--- config.mk ---
export PLATFORM = sky130hd
export DESIGN_NAME = bpt_tx_ctrl
export DESIGN_NICKNAME = d
export VERILOG_FILES = /design/src/design/bpt_pkg.sv /design/src/design/bpt_tx_ctrl.sv
export SDC_FILE = /design/constraint.sdc
export NUM_CORES = 2
export LEC_CHECK = 0
export ABC_AREA = 0
export BUFFER_PORTS_ARGS = -buffer_cell sky130_fd_sc_hd__buf_2
export CAP_MARGIN = 20
export CORE_ASPECT_RATIO = 0.75
export CORE_UTILIZATION = 57
export DETAILED_ROUTE_END_ITERATION = 16
export PLACE_DENSITY = 0.75
export SLEW_MARGIN = 20
export SYNTH_ARGS = -nofsm -noshare
export SYNTH_HDL_FRONTEND = slang
export SYNTH_SLANG_ARGS = --single-unit
--- constraint.sdc ---
create_clock -name clk_sys -period 2.9 [get_ports clk_sys]
set_clock_uncertainty 0.05 [all_clocks]
set_input_delay 0.145 -clock clk_sys [delete_from_list [all_inputs] [get_ports clk_sys]]
set_output_delay 0.145 -clock clk_sys [all_outputs]
set_load 0.03 [all_outputs]
--- src/design/bpt_pkg.sv ---
// Purpose: Shared constants for the broadcast parameter-group transmit block
// Assumes: AXI4-Lite register access, 32-bit data, one word per register
// Notes: Printed offsets are word indices; byte address is four times the index
package bpt_pkg;
  // Register indices
  localparam logic [7:0] IDX_TX_LEN = 8'h00;
  localparam logic [7:0] IDX_REPLY_DEST = 8'h01;
  localparam logic [7:0] IDX_RESULT = 8'h02;
  localparam logic [7:0] IDX_ACTION = 8'h03;
  localparam logic [7:0] IDX_RSVD = 8'h04;
  localparam logic [7:0] IDX_CTRL = 8'h05;
  localparam logic [7:0] IDX_MAX_LEN = 8'h06;
  localparam logic [7:0] IDX_RX_TMO = 8'h07;
  localparam logic [7:0] IDX_IRQ_STAT = 8'h08;
  localparam logic [7:0] IDX_IRQ_MASK = 8'h09;
  localparam logic [7:0] IDX_TX_PGN = 8'h0a;
  // Payload storage window, one word holds four bytes, low byte first
  localparam logic [11:0] DATA_BASE = 12'h100;
  localparam int DATA_WORDS = 63;
  localparam logic [7:0] MAX_LEN_LIMIT = 8'hfc;
  localparam logic [7:0] PKT_BYTES = 8'h08;
  // Control register bits
  localparam int CTRL_TRIG = 0;
  localparam int CTRL_PERMIT = 1;
  localparam int CTRL_EVENT = 2;
  localparam int ACT_REQ = 0;
  // Interrupt status bits
  localparam int IRQ_DONE = 0;
  localparam int IRQ_ERR = 1;
  localparam int IRQ_REQ = 2;
  localparam int IRQ_TMO = 3;
  localparam int IRQ_W = 4;
  // Result codes
  localparam logic [15:0] RC_NORMAL = 16'h0000;
  localparam logic [15:0] RC_MULTI_DONE = 16'h0001;
  localparam logic [15:0] RC_LEN_ERR = 16'h000a;
  localparam logic [15:0] RC_Q_FULL = 16'h0014;
  localparam logic [15:0] RC_MULTI_FAIL = 16'h0064;
  localparam logic [15:0] RC_LOCAL_UNC = 16'h00c8;
  localparam logic [15:0] RC_DEST_UNC = 16'h00c9;
  // Network constants
  localparam logic [15:0] REQ_PGN = 16'hea00;
  localparam logic [7:0] GLOBAL_ADDR = 8'hff;
  localparam logic [2:0] QDEPTH = 3'h4;
  localparam logic [7:0] RESET_MAX_LEN = 8'h08;
  // Timeout step and clock rate
  localparam int TICK_MS = 10;
  localparam int CLK_KHZ = 40000;
  localparam logic [1:0] AXI_OKAY = 2'b00;
  localparam logic [1:0] AXI_SLVERR = 2'b10;
  typedef enum logic [0:0] {ST_IDLE, ST_SEND} bpt_state_t;
endpackage : bpt_pkg

--- src/design/bpt_tx_ctrl.sv ---
// Purpose: Broadcast parameter-group transmit control with AXI4-Lite registers
// Assumes: Network-side strobes and the end-of-scan tick are on clk_sys
// Notes: Bytes leave on a valid/ready stream; tx_pkt_last marks the end of each 8-byte packet
// Function
// - Receive timeout in 10 ms steps, zero disables
// - Send length bytes; zero means maximum length
// - Split payload over eight bytes into packets
// - Record requester address in reply destination word
// - Code 1 after multi-packet send, else 0
// - Code 10 when length exceeds maximum
// - Code 20 when transmit queue is full
// - Code 100 when multi-packet send fails
// - Refuse with 200 while local address unconfirmed
// - Refuse a reply with 201 while destination unconfirmed
// - Request flag set on request, cleared after reply
// - Event trigger sends at end of scan, then clears
// - Permitted global request records address, sets flag
// - Next end of scan sends reply to requester
// - Normal messages broadcast; replies addressed
`timescale 1ns/100ps
module bpt_tx_ctrl #(
  parameter int TICK_CYC = bpt_pkg::TICK_MS * bpt_pkg::CLK_KHZ
) (
  input wire logic clk_sys,
  input wire logic rstn,
  input wire logic [11:0] s_axi_awaddr,
  input wire logic s_axi_awvalid,
  output logic s_axi_awready,
  input wire logic [31:0] s_axi_wdata,
  input wire logic [3:0] s_axi_wstrb,
  input wire logic s_axi_wvalid,
  output logic s_axi_wready,
  output logic [1:0] s_axi_bresp,
  output logic s_axi_bvalid,
  input wire logic s_axi_bready,
  input wire logic [11:0] s_axi_araddr,
  input wire logic s_axi_arvalid,
  output logic s_axi_arready,
  output logic [31:0] s_axi_rdata,
  output logic [1:0] s_axi_rresp,
  output logic s_axi_rvalid,
  input wire logic s_axi_rready,
  input wire logic eos_tick,
  input wire logic local_addr_ok,
  input wire logic dest_addr_ok,
  input wire logic rx_frame,
  input wire logic [15:0] rx_pgn,
  input wire logic [7:0] rx_dest,
  input wire logic [7:0] rx_src,
  input wire logic [15:0] req_pgn,
  output logic [7:0] tx_data,
  output logic tx_valid,
  input wire logic tx_ready,
  output logic tx_last,
  output logic tx_pkt_last,
  output logic tx_multi,
  output logic [7:0] tx_dest,
  output logic tx_global,
  input wire logic q_pop,
  input wire logic tx_fail,
  output logic irq
);
  logic [15:0] transmit_length;
  logic [15:0] reply_destination_address;
  logic [15:0] transmit_result_code;
  logic req_pending;
  logic send_trigger_bit;
  logic reply_permission_flag;
  logic event_mode;
  logic [7:0] max_len;
  logic [15:0] rx_tmo;
  logic [15:0] tx_pgn_cfg;
  logic [bpt_pkg::IRQ_W-1:0] irq_stat;
  logic [bpt_pkg::IRQ_W-1:0] irq_mask;
  logic [31:0] data_mem [0:bpt_pkg::DATA_WORDS-1];
  bpt_pkg::bpt_state_t state;
  logic [7:0] eff_len;
  logic [7:0] byte_idx;
  logic reply_mode;
  logic last_multi;
  logic [2:0] q_cnt;
  // AXI write and read side
  logic aw_held, w_held;
  logic [11:0] aw_addr;
  logic [31:0] w_data;
  logic [3:0] w_strb;
  logic wr_go;
  logic [7:0] wr_idx;
  logic rd_go;
  logic [7:0] rd_idx;
  logic stat_read;
  // First byte address past the payload window; the window holds whole words
  localparam logic [11:0] DATA_END = bpt_pkg::DATA_BASE + 12'(4 * bpt_pkg::DATA_WORDS);

  function automatic logic [15:0] merge16(input logic [15:0] old, input logic [31:0] nw,
                                          input logic [3:0] strb);
    merge16 = {strb[1] ? nw[15:8] : old[15:8], strb[0] ? nw[7:0] : old[7:0]};
  endfunction : merge16

  assign s_axi_awready = !aw_held && !s_axi_bvalid;
  assign s_axi_wready = !w_held && !s_axi_bvalid;
  assign wr_go = aw_held && w_held && !s_axi_bvalid;
  assign wr_idx = aw_addr[9:2];
  assign s_axi_arready = !s_axi_rvalid;
  assign rd_go = s_axi_arvalid && s_axi_arready;
  assign rd_idx = s_axi_araddr[9:2];
  assign stat_read = rd_go && s_axi_araddr < bpt_pkg::DATA_BASE && rd_idx == bpt_pkg::IDX_IRQ_STAT;

  function automatic logic wr_to(input logic [7:0] idx);
    wr_to = wr_go && aw_addr < bpt_pkg::DATA_BASE && wr_idx == idx;
  endfunction : wr_to

  always_ff @(posedge clk_sys or negedge rstn) begin
    if (!rstn) begin
      aw_held <= 1'b0;
      w_held <= 1'b0;
      aw_addr <= 12'h000;
      w_data <= 32'h00000000;
      w_strb <= 4'h0;
    end else begin
      if (s_axi_awvalid && s_axi_awready) begin
        aw_held <= 1'b1;
        aw_addr <= s_axi_awaddr;
      end else if (wr_go) begin
        aw_held <= 1'b0;
      end
      if (s_axi_wvalid && s_axi_wready) begin
        w_held <= 1'b1;
        w_data <= s_axi_wdata;
        w_strb <= s_axi_wstrb;
      end else if (wr_go) begin
        w_held <= 1'b0;
      end
    end
  end

  always_ff @(posedge clk_sys or negedge rstn) begin
    if (!rstn) begin
      s_axi_bvalid <= 1'b0;
      s_axi_bresp <= bpt_pkg::AXI_OKAY;
    end else if (wr_go) begin
      s_axi_bvalid <= 1'b1;
      if (aw_addr >= bpt_pkg::DATA_BASE) begin
        s_axi_bresp <= (aw_addr < DATA_END) ? bpt_pkg::AXI_OKAY : bpt_pkg::AXI_SLVERR;
      end else begin
        s_axi_bresp <= (wr_idx <= bpt_pkg::IDX_TX_PGN) ? bpt_pkg::AXI_OKAY : bpt_pkg::AXI_SLVERR;
      end
    end else if (s_axi_bready) begin
      s_axi_bvalid <= 1'b0;
    end
  end

  // Payload storage; no reset, contents are software data
  always_ff @(posedge clk_sys) begin
    if (wr_go && aw_addr >= bpt_pkg::DATA_BASE && aw_addr < DATA_END) begin
      for (int b = 0; b < 4; b++) begin
        if (w_strb[b]) begin
          data_mem[aw_addr[7:2]][8*b +: 8] <= w_data[8*b +: 8];
        end
      end
    end
  end

  always_ff @(posedge clk_sys or negedge rstn) begin
    if (!rstn) begin
      s_axi_rvalid <= 1'b0;
      s_axi_rdata <= 32'h00000000;
      s_axi_rresp <= bpt_pkg::AXI_OKAY;
    end else if (rd_go) begin
      s_axi_rvalid <= 1'b1;
      s_axi_rresp <= bpt_pkg::AXI_OKAY;
      s_axi_rdata <= 32'h00000000;
      if (s_axi_araddr >= bpt_pkg::DATA_BASE) begin
        if (s_axi_araddr < DATA_END) begin
          s_axi_rdata <= data_mem[s_axi_araddr[7:2]];
        end else begin
          s_axi_rresp <= bpt_pkg::AXI_SLVERR;
        end
      end else if (rd_idx == bpt_pkg::IDX_TX_LEN) begin
        s_axi_rdata <= {16'h0000, transmit_length};
      end else if (rd_idx == bpt_pkg::IDX_REPLY_DEST) begin
        s_axi_rdata <= {16'h0000, reply_destination_address};
      end else if (rd_idx == bpt_pkg::IDX_RESULT) begin
        s_axi_rdata <= {16'h0000, transmit_result_code};
      end else if (rd_idx == bpt_pkg::IDX_ACTION) begin
        s_axi_rdata <= {31'h00000000, req_pending};
      end else if (rd_idx == bpt_pkg::IDX_RSVD) begin
        s_axi_rdata <= 32'h00000000;
      end else if (rd_idx == bpt_pkg::IDX_CTRL) begin
        s_axi_rdata <= {29'h00000000, event_mode, reply_permission_flag, send_trigger_bit};
      end else if (rd_idx == bpt_pkg::IDX_MAX_LEN) begin
        s_axi_rdata <= {24'h000000, max_len};
      end else if (rd_idx == bpt_pkg::IDX_RX_TMO) begin
        s_axi_rdata <= {16'h0000, rx_tmo};
      end else if (rd_idx == bpt_pkg::IDX_IRQ_STAT) begin
        s_axi_rdata <= {28'h0000000, irq_stat};
      end else if (rd_idx == bpt_pkg::IDX_IRQ_MASK) begin
        s_axi_rdata <= {28'h0000000, irq_mask};
      end else if (rd_idx == bpt_pkg::IDX_TX_PGN) begin
        s_axi_rdata <= {16'h0000, tx_pgn_cfg};
      end else begin
        s_axi_rresp <= bpt_pkg::AXI_SLVERR;
      end
    end else if (s_axi_rready) begin
      s_axi_rvalid <= 1'b0;
    end
  end

  // Configuration registers
  always_ff @(posedge clk_sys or negedge rstn) begin
    if (!rstn) begin
      transmit_length <= 16'h0000;
      max_len <= bpt_pkg::RESET_MAX_LEN;
      rx_tmo <= 16'h0000;
      irq_mask <= '0;
      reply_permission_flag <= 1'b0;
      event_mode <= 1'b1;
      tx_pgn_cfg <= 16'h0000;
    end else begin
      if (wr_to(bpt_pkg::IDX_TX_LEN)) begin
        transmit_length <= merge16(transmit_length, w_data, w_strb);
      end
      // Larger values are clamped so the payload window cannot overrun
      if (wr_to(bpt_pkg::IDX_MAX_LEN) && w_strb[0]) begin
        max_len <= (w_data[7:0] > bpt_pkg::MAX_LEN_LIMIT) ? bpt_pkg::MAX_LEN_LIMIT
                                                          : w_data[7:0];
      end
      if (wr_to(bpt_pkg::IDX_RX_TMO)) begin
        rx_tmo <= merge16(rx_tmo, w_data, w_strb);
      end
      if (wr_to(bpt_pkg::IDX_IRQ_MASK) && w_strb[0]) begin
        irq_mask <= w_data[bpt_pkg::IRQ_W-1:0];
      end
      if (wr_to(bpt_pkg::IDX_CTRL) && w_strb[0]) begin
        reply_permission_flag <= w_data[bpt_pkg::CTRL_PERMIT];
        event_mode <= w_data[bpt_pkg::CTRL_EVENT];
      end
      if (wr_to(bpt_pkg::IDX_TX_PGN)) begin
        tx_pgn_cfg <= merge16(tx_pgn_cfg, w_data, w_strb);
      end
    end
  end

  // Scan-time decision
  logic [7:0] req_len;
  logic len_err;
  logic want_send;
  logic start_ok;
  logic tx_fire;
  logic tx_end;
  logic req_hit;
  logic [15:0] next_result;
  logic result_set;
  logic tmo_evt;

  assign req_len = (transmit_length == 16'h0000) ? max_len : transmit_length[7:0];
  assign len_err = transmit_length > {8'h00, max_len};
  assign want_send = eos_tick && state == bpt_pkg::ST_IDLE
                     && ((event_mode && send_trigger_bit) || req_pending);
  assign start_ok = want_send && local_addr_ok && (dest_addr_ok || !req_pending)
                    && !len_err && q_cnt != bpt_pkg::QDEPTH;
  assign tx_fire = tx_valid && tx_ready;
  assign tx_end = tx_fire && tx_last;
  assign req_hit = rx_frame && rx_pgn == bpt_pkg::REQ_PGN && rx_dest == bpt_pkg::GLOBAL_ADDR
                   && req_pgn == tx_pgn_cfg && reply_permission_flag;

  always_comb begin
    next_result = transmit_result_code;
    result_set = 1'b1;
    if (want_send && !local_addr_ok) begin
      next_result = bpt_pkg::RC_LOCAL_UNC;
    end else if (want_send && req_pending && !dest_addr_ok) begin
      next_result = bpt_pkg::RC_DEST_UNC;
    end else if (want_send && len_err) begin
      next_result = bpt_pkg::RC_LEN_ERR;
    end else if (want_send && q_cnt == bpt_pkg::QDEPTH) begin
      next_result = bpt_pkg::RC_Q_FULL;
    end else if (tx_end) begin
      next_result = last_multi ? bpt_pkg::RC_MULTI_DONE : bpt_pkg::RC_NORMAL;
    end else if (tx_fail && last_multi) begin
      next_result = bpt_pkg::RC_MULTI_FAIL;
    end else begin
      result_set = 1'b0;
    end
  end

  // Hardware codes win over a software clear in the same cycle
  always_ff @(posedge clk_sys or negedge rstn) begin
    if (!rstn) begin
      transmit_result_code <= bpt_pkg::RC_NORMAL;
    end else if (result_set) begin
      transmit_result_code <= next_result;
    end else if (wr_to(bpt_pkg::IDX_RESULT)) begin
      transmit_result_code <= merge16(transmit_result_code, w_data, w_strb);
    end
  end

  always_ff @(posedge clk_sys or negedge rstn) begin
    if (!rstn) begin
      send_trigger_bit <= 1'b0;
    end else if (wr_to(bpt_pkg::IDX_CTRL) && w_strb[0] && w_data[bpt_pkg::CTRL_TRIG]) begin
      send_trigger_bit <= 1'b1;
    end else if (tx_end && !reply_mode) begin
      send_trigger_bit <= 1'b0;
    end else if (wr_to(bpt_pkg::IDX_CTRL) && w_strb[0]) begin
      send_trigger_bit <= 1'b0;
    end
  end

  always_ff @(posedge clk_sys or negedge rstn) begin
    if (!rstn) begin
      req_pending <= 1'b0;
      reply_destination_address <= 16'h0000;
    end else begin
      if (req_hit) begin
        req_pending <= 1'b1;
        reply_destination_address <= {8'h00, rx_src};
      end else if (tx_end && reply_mode) begin
        req_pending <= 1'b0;
      end
    end
  end

  // Byte streamer
  always_ff @(posedge clk_sys or negedge rstn) begin
    if (!rstn) begin
      state <= bpt_pkg::ST_IDLE;
      eff_len <= 8'h00;
      byte_idx <= 8'h00;
      reply_mode <= 1'b0;
      last_multi <= 1'b0;
      tx_dest <= bpt_pkg::GLOBAL_ADDR;
      tx_global <= 1'b1;
    end else begin
      case (state)
        bpt_pkg::ST_IDLE: begin
          if (start_ok) begin
            state <= bpt_pkg::ST_SEND;
            eff_len <= req_len;
            byte_idx <= 8'h00;
            reply_mode <= req_pending;
            last_multi <= req_len > bpt_pkg::PKT_BYTES;
            tx_global <= !req_pending;
            tx_dest <= req_pending ? reply_destination_address[7:0]
                                   : bpt_pkg::GLOBAL_ADDR;
          end
        end
        bpt_pkg::ST_SEND: begin
          if (tx_end) begin
            state <= bpt_pkg::ST_IDLE;
          end else if (tx_fire) begin
            byte_idx <= byte_idx + 8'h01;
          end
        end
        default: state <= bpt_pkg::ST_IDLE;
      endcase
    end
  end

  always_comb begin
    tx_valid = state == bpt_pkg::ST_SEND;
    tx_last = tx_valid && byte_idx == eff_len - 8'h01;
    tx_pkt_last = tx_valid && (byte_idx[2:0] == 3'h7 || tx_last);
    tx_multi = last_multi;
    tx_data = data_mem[byte_idx[7:2]][8*byte_idx[1:0] +: 8];
  end

  // Messages handed to the link occupy a queue slot until popped
  always_ff @(posedge clk_sys or negedge rstn) begin
    if (!rstn) begin
      q_cnt <= 3'h0;
    end else if (tx_end && !(q_pop && q_cnt != 3'h0)) begin
      q_cnt <= q_cnt + 3'h1;
    end else if (!tx_end && q_pop && q_cnt != 3'h0) begin
      q_cnt <= q_cnt - 3'h1;
    end
  end

  // Receive cycle monitor: 10 ms tick divider and step counter
  logic [$clog2(TICK_CYC)-1:0] div_cnt;
  logic tick;
  logic [15:0] tmo_cnt;
  assign tick = div_cnt == ($clog2(TICK_CYC))'(TICK_CYC - 1);

  always_ff @(posedge clk_sys or negedge rstn) begin
    if (!rstn) begin
      div_cnt <= '0;
    end else if (tick || rx_frame) begin
      div_cnt <= '0;
    end else begin
      div_cnt <= div_cnt + 1'b1;
    end
  end

  always_ff @(posedge clk_sys or negedge rstn) begin
    if (!rstn) begin
      tmo_cnt <= 16'h0000;
    end else if (rx_frame || rx_tmo == 16'h0000) begin
      tmo_cnt <= 16'h0000;
    end else if (tick && tmo_cnt != rx_tmo) begin
      tmo_cnt <= tmo_cnt + 16'h0001;
    end
  end
  // One event per elapsed window; a new frame rearms it
  assign tmo_evt = tick && rx_tmo != 16'h0000 && !rx_frame
                   && tmo_cnt == rx_tmo - 16'h0001;

  // Sticky interrupt status, cleared by reading; a new event wins
  logic [bpt_pkg::IRQ_W-1:0] evt;
  assign evt = {tmo_evt, req_hit, result_set && next_result != bpt_pkg::RC_NORMAL
                && next_result != bpt_pkg::RC_MULTI_DONE, tx_end};

  always_ff @(posedge clk_sys or negedge rstn) begin
    if (!rstn) begin
      irq_stat <= '0;
    end else begin
      irq_stat <= (stat_read ? '0 : irq_stat) | evt;
    end
  end
  assign irq = |(irq_stat & irq_mask);

  property p_len_zero;
    @(posedge clk_sys) disable iff (!rstn)
    (start_ok && transmit_length == 16'h0000) |=> (eff_len == max_len);
  endproperty
  a_len_zero: assert property (p_len_zero) else $error("zero length not max");

  property p_pkt_split;
    @(posedge clk_sys) disable iff (!rstn)
    (tx_fire && tx_pkt_last && !tx_last) |=> (tx_valid && byte_idx[2:0] == 3'h0);
  endproperty
  a_pkt_split: assert property (p_pkt_split) else $error("packet end missed");

  property p_code_local;
    @(posedge clk_sys) disable iff (!rstn)
    (want_send && !local_addr_ok) |=> (transmit_result_code == bpt_pkg::RC_LOCAL_UNC
                                       && state == bpt_pkg::ST_IDLE);
  endproperty
  a_code_local: assert property (p_code_local) else $error("code 200 missing");

  property p_code_dest;
    @(posedge clk_sys) disable iff (!rstn)
    (want_send && local_addr_ok && req_pending && !dest_addr_ok)
      |=> (transmit_result_code == bpt_pkg::RC_DEST_UNC && !tx_valid);
  endproperty
  a_code_dest: assert property (p_code_dest) else $error("code 201 missing");

  property p_code_len;
    @(posedge clk_sys) disable iff (!rstn)
    (want_send && local_addr_ok && (dest_addr_ok || !req_pending) && len_err)
      |=> transmit_result_code == bpt_pkg::RC_LEN_ERR;
  endproperty
  a_code_len: assert property (p_code_len) else $error("code 10 missing");

  property p_code_q;
    @(posedge clk_sys) disable iff (!rstn)
    (start_ok == 1'b0 && want_send && q_cnt == bpt_pkg::QDEPTH && local_addr_ok
     && (dest_addr_ok || !req_pending) && !len_err) |=> transmit_result_code == bpt_pkg::RC_Q_FULL;
  endproperty
  a_code_q: assert property (p_code_q) else $error("code 20 missing");

  property p_req_rec;
    @(posedge clk_sys) disable iff (!rstn)
    req_hit |=> (req_pending && reply_destination_address[7:0] == $past(rx_src));
  endproperty
  a_req_rec: assert property (p_req_rec) else $error("request not recorded");

  property p_dest_mode;
    @(posedge clk_sys) disable iff (!rstn)
    tx_valid |-> (tx_global == !reply_mode && (reply_mode || tx_dest == bpt_pkg::GLOBAL_ADDR));
  endproperty
  a_dest_mode: assert property (p_dest_mode) else $error("wrong destination");

  property p_multi_code;
    @(posedge clk_sys) disable iff (!rstn)
    (tx_end && eff_len > bpt_pkg::PKT_BYTES) |=> transmit_result_code == bpt_pkg::RC_MULTI_DONE;
  endproperty
  a_multi_code: assert property (p_multi_code) else $error("code 1 missing");

  property p_tmo_off;
    @(posedge clk_sys) disable iff (!rstn)
    (rx_tmo == 16'h0000) |-> !tmo_evt ##1 (tmo_cnt == 16'h0000);
  endproperty
  a_tmo_off: assert property (p_tmo_off) else $error("disabled timeout fired");
endmodule : bpt_tx_ctrl

==> impl_table.tex <==
\begin{tabular}{lr}
\hline
Metric & Value \\
\hline
\multicolumn{2}{l}{\textbf{Status}} \\
\quad Outcome & finished, violations left \\
\quad Violated checks & setup timing \\
\multicolumn{2}{l}{\textbf{Route}} \\
\quad Number of iterations in the first detailed-routing pass & 8 \\
\quad Average wire per cell in the routed design & 38.33 µm \\
\quad Routed WL & 368.6 mm \\
\quad DRT iter0 DRCs & roughly 13000 \\
\quad Number of antenna-violating nets in the routed design & 0 \\
\quad Number of remaining DRC errors & 0 \\
\quad Via-to-Cell Ratio & 7.296 \\
\quad Via Count & 70161 \\
\multicolumn{2}{l}{\textbf{Layout}} \\
\quad Finished layout cell area & 0.1276 mm² \\
\quad Final non-filler cell total & roughly 9600 \\
\quad Layout net count & 7082 \\
\quad Layout cells sized above 1 & roughly 40\% \\
\quad Signed area change from the synthesized netlist to the final layout & 19.89\% \\
\multicolumn{2}{l}{\textbf{Timing}} \\
\quad Setup repair after global routing missed its margin & yes \\
\quad Time the final worst path needs with I/O delays and setup & 4.489 ns \\
\quad Tcrit/Tclk final & 154.8\% \\
\quad Final-report hold violation count & 0 \\
\quad Maximum operating frequency & 222.8 MHz \\
\quad Number of slew-limit violations in the final report & 0 \\
\quad Worst Slack Setup Final & -1.589 ns \\
\quad Max transition margin & 13.67\% \\
\quad Tightest Pin Transition & 1.290 ns \\
\quad Total of endpoints with negative setup slack in the final report & 12 \\
\quad Total negative setup slack & -12.92 ns \\
\multicolumn{2}{l}{\textbf{Yosys}} \\
\quad Compound-cell area share of the yosys netlist & roughly 4\% \\
\quad Gate count of the mapped netlist & roughly 6000 \\
\quad Synth Area in Adders & 0.1833\% \\
\quad Number of flops mapped to enable cells by yosys & 2016 \\
\quad Flip-flop and latch count after synthesis & roughly 2300 \\
\quad Register area share after synthesis & 62.57\% \\
\quad Post-synthesis share of cell area spent on and, or, nand and nor gates & 4.015\% \\
\quad Share of flip-flops with an asynchronous set or reset after synthesis & 10.72\% \\
\quad Area of the mapped netlist & 0.1065 mm² \\
\quad Post-synthesis mux area share & 26.33\% \\
\quad Synth unique cells & 88 \\
\quad Warning count from the yosys run & 0 \\
\quad Portion of synthesized cell area occupied by the leading cell type & 56.86\% \\
\quad Main combinational cell family by area after synthesis & multiplexers \\
\quad Most used DFF post-synth & edfxtp\_1 \\
\quad Area contributors post-synth & edfxtp\_1 (57\%), mux4\_2 (23\%), dfrtp\_1 (5.4\%) \\
\quad Share of the synthesized netlist area taken by xor and xnor gates & less than 1\% \\
\quad Average cell area after synthesis & 18.11 µm² \\
\quad Cell taking the most area after synthesis & edfxtp\_1 \\
\multicolumn{2}{l}{\textbf{Setup path}} \\
\quad Req. time, crit path & 2.71 ns \\
\quad Max stage delay cell, worst path & mux4\_2 \\
\quad Start point of the critical path & byte\_idx[2]\$\_DFFE\_PN0P\_ \\
\quad CP top delay family & multiplexers \\
\quad Largest incremental delay on the critical path & 0.58 ns \\
\quad CP bufs+invs & 6 \\
\quad Critical path's most frequent cell & buf\_4 \\
\quad Peak fanout along the critical path & 11 \\
\quad Worst R2R End & q\_cnt[2]\$\_DFFE\_PN0P\_ \\
\quad Worst setup path end & tx\_data[4] \\
\quad Critical path launch point type & register \\
\quad Register-to-register setup slack & -0.27 ns \\
\quad Critical path depth in cells & 11 \\
\quad Capturing element type of the critical path & output pin \\
\quad Classification of the worst setup path & reg2out \\
\quad Depth of the worst register-to-register path & 14 \\
\quad Critical Path, Cell by Cell & buf\_12 > buf\_4 > buf\_12 > mux4\_2 > mux4\_2 > a22oi\_1 > buf\_4 > o32ai\_2 > buf\_4 > or4\_4 > buf\_4 \\
\quad Worst r2r src & byte\_idx[2]\$\_DFFE\_PN0P\_ \\
\quad Signal arrival time at the worst endpoint & 4.29 ns \\
\multicolumn{2}{l}{\textbf{CTS}} \\
\quad Clock tree from TritonCTS & built \\
\quad TritonCTS buffer count & between 200 and 250 \\
\quad Total number of clock tree sinks & 2258 \\
\quad Largest buffer count on any clock path & 3 \\
\quad CTS Root Cell & clkbuf\_16 \\
\quad Register clock-pin slew on the reported worst setup and hold paths & 0.06 ns \\
\quad Insertion delay to the later sink of the worst-skew pair & 0.88 ns \\
\quad H-tree lvl count & 4 \\
\multicolumn{2}{l}{\textbf{Place}} \\
\quad Count of buffers from port buffering & 178 \\
\quad Worst setup timing slack at the placement stage & -1.321 ns \\
\quad RD Place Congestion & 1.015 \\
\quad Number of placed cells counting well taps & about 9000 \\
\quad Placed wire-length estimate & 245.0 mm \\
\quad Dpl cell area & 0.1178 mm² \\
\multicolumn{2}{l}{\textbf{GRT}} \\
\quad Number of global-route vias before repair & about 70000 \\
\quad Tot GR Track Use & around two fifths \\
\quad Largest net degree at the start of global routing & 88 \\
\quad GRT overflow & 0 \\
\quad Initial antenna violation count & 19 \\
\quad Wire length of the first global-routing pass & 513.6 mm \\
\multicolumn{2}{l}{\textbf{Floorplan}} \\
\quad Initial cell density of the core & 57.72\% \\
\quad Die Y & 376.3 µm \\
\quad Floorplan row count & 136 \\
\quad Die Footprint & 0.1885 mm² \\
\quad Area of the core region & between 0.15 and 0.2 mm² \\
\quad Die Wd & 501.0 µm \\
\quad Number of ports placed on the die boundary & approximately 190 \\
\multicolumn{2}{l}{\textbf{Flow run}} \\
\quad Number of max-cap violations & 0 \\
\multicolumn{2}{l}{\textbf{Power}} \\
\quad Leakage & between 40 and 50 nW \\
\quad Cell area power density & $\sim$740 mW/mm² \\
\quad Total chip power & 0.09495 W \\
\quad VDD IR-drop max & 698.7 µV \\
\multicolumn{2}{l}{\textbf{Min path}} \\
\quad Worst hold path class & in2reg \\
\hline
\end{tabular}
[layout by cell type, fill, tap and decap left out, types with 40 or more instances in the layout]
master         synthesis  layout
edfxtp_1            2016    2016
mux4_2              1086    1086
buf_4                 40     728
nor2_1               396     392
nand2_1              266     257
mux2i_1              230     228
clkbuf_16              0     215
buf_12                 0     195
dfrtp_1              231     190
o21ai_0              175     165
buf_2                112     164
dlygate4sd3_1          0     143
mux2_2               113     112
a21oi_1              119     111
a22oi_1               83      73
nand3_1               53      51
xnor2_1               53      51
clkbuf_1             210      46
inv_1                 45      44
clkinv_1               2      40
[cell usage after synthesis (33+ instances only)]
| library cell | n |
|---|---|
| buf_1 | 49 |
| inv_1 | 45 |
| o22ai_1 | 33 |
| a221oi_1 | 38 |
| buf_2 | 112 |
| mux2_2 | 113 |
| mux4_2 | 1086 |
| nor2_1 | 396 |
| xnor2_1 | 53 |
| dfrtp_1 | 231 |
| nand2_1 | 266 |
| mux2i_1 | 230 |
| nor3_1 | 47 |
| buf_4 | 40 |
| a21oi_1 | 119 |
| nand3_1 | 53 |
| clkbuf_1 | 210 |
| o21ai_0 | 175 |
| a22oi_1 | 83 |
| edfxtp_1 | 2016 |
[power by group]
part | switching [W] | internal [W]
clock | 0.0126 | 0.0154
combinational | 0.0130 | 0.00985
sequential | 0.00373 | 0.0404
total | 0.0293 | 0.0657
[cell type report]
class / instances / area (µm²)
inverters: 48 / 183.9
well taps: 2484 / 3108
clock buffers: 267 / 5613
flip-flops and latches: 2258 / 66690
multi-input cells: 3136 / 38200
clock inverters: 120 / 1172
repair buffers: 1290 / 12630
fillers: 11405 / 56820
diodes: 13 / 32.53
[logic make-up (layout without fill, tap and decap cells)]
family | after synthesis | after routing
AND/OR/NAND/NOR | 953 | 953
other | 1 | 15
multiplexers | 1429 | 1429
flip-flops | 2258 | 2258
AO/OA/AOI/OAI | 660 | 660
buffers and inverters | 486 | 1725
XOR/XNOR | 77 | 77
adder cells (fa/ha/maj) | 15 | 15
[sequential cells by signal (all words and copies together) (netlist names), 8 cells and up]
signal,count
data_mem,2016
s_axi_rdata,32
w_data,32
div_cnt,19
rx_tmo,16
tmo_cnt,16
transmit_length,16
transmit_result_code,16
tx_pgn_cfg,16
aw_addr,10
byte_idx,8
eff_len,8
max_len,8
reply_destination_address,8
tx_dest,8
[worst min-delay path: stages]
cell and delay (ns):
dlygate4sd3_1 0.52, buf_2 0.11, mux2_2 0.13
[what timing repair did]
action                                  CTS  global route
pin swaps                                13            18
endpoints found under the setup margin   16            37
hold buffers                            145             0
gates resized for setup                 115           107
buffers inserted                         11            36
hold endpoints to repair                397             0
gates cloned                              5             3
[metal layers]
layer | vias up | global-route usage, % | wire [µm]
met4 | 18 | 17.61 | 20010
met5 | - | 0 | 126
met2 | 6293 | 54.82 | 157400
li1 | 26763 | - | -
met1 | 36018 | 53.76 | 126100
met3 | 1069 | 16.57 | 64890
[metrics by stage]
step / hold WS (ns) / utilization, %
5_1_grt: 0.04570 / 69.18
6_report: 0.04334 / 69.20
4_1_cts: 0.01068 / 68.73
3_3_place_gp: 0.05087 / 63.85
2_1_floorplan: -0.2006 / -
3_5_place_dp: 0.05694 / 63.85
[worst min path at each step]
stage,start,end,slack [ns],depth (start not counted)
final,s_axi_wdata[28],w_data[28]$_DFFE_PN0P_,0.04,3
after global routing,s_axi_araddr[7],s_axi_rdata[13]$_DFFE_PN0P_,0.05,4
after CTS,s_axi_wdata[9],w_data[9]$_DFFE_PN0P_,0.01,3
after detailed placement,rstn,div_cnt[1]$_DFF_PN0_,0.06,1
after global placement,rstn,div_cnt[0]$_DFF_PN0_,0.05,1
after floorplan,rstn,aw_addr[10]$_DFFE_PN0P_,-0.20,0
Note: power is estimated with default switching activity, not from simulation.
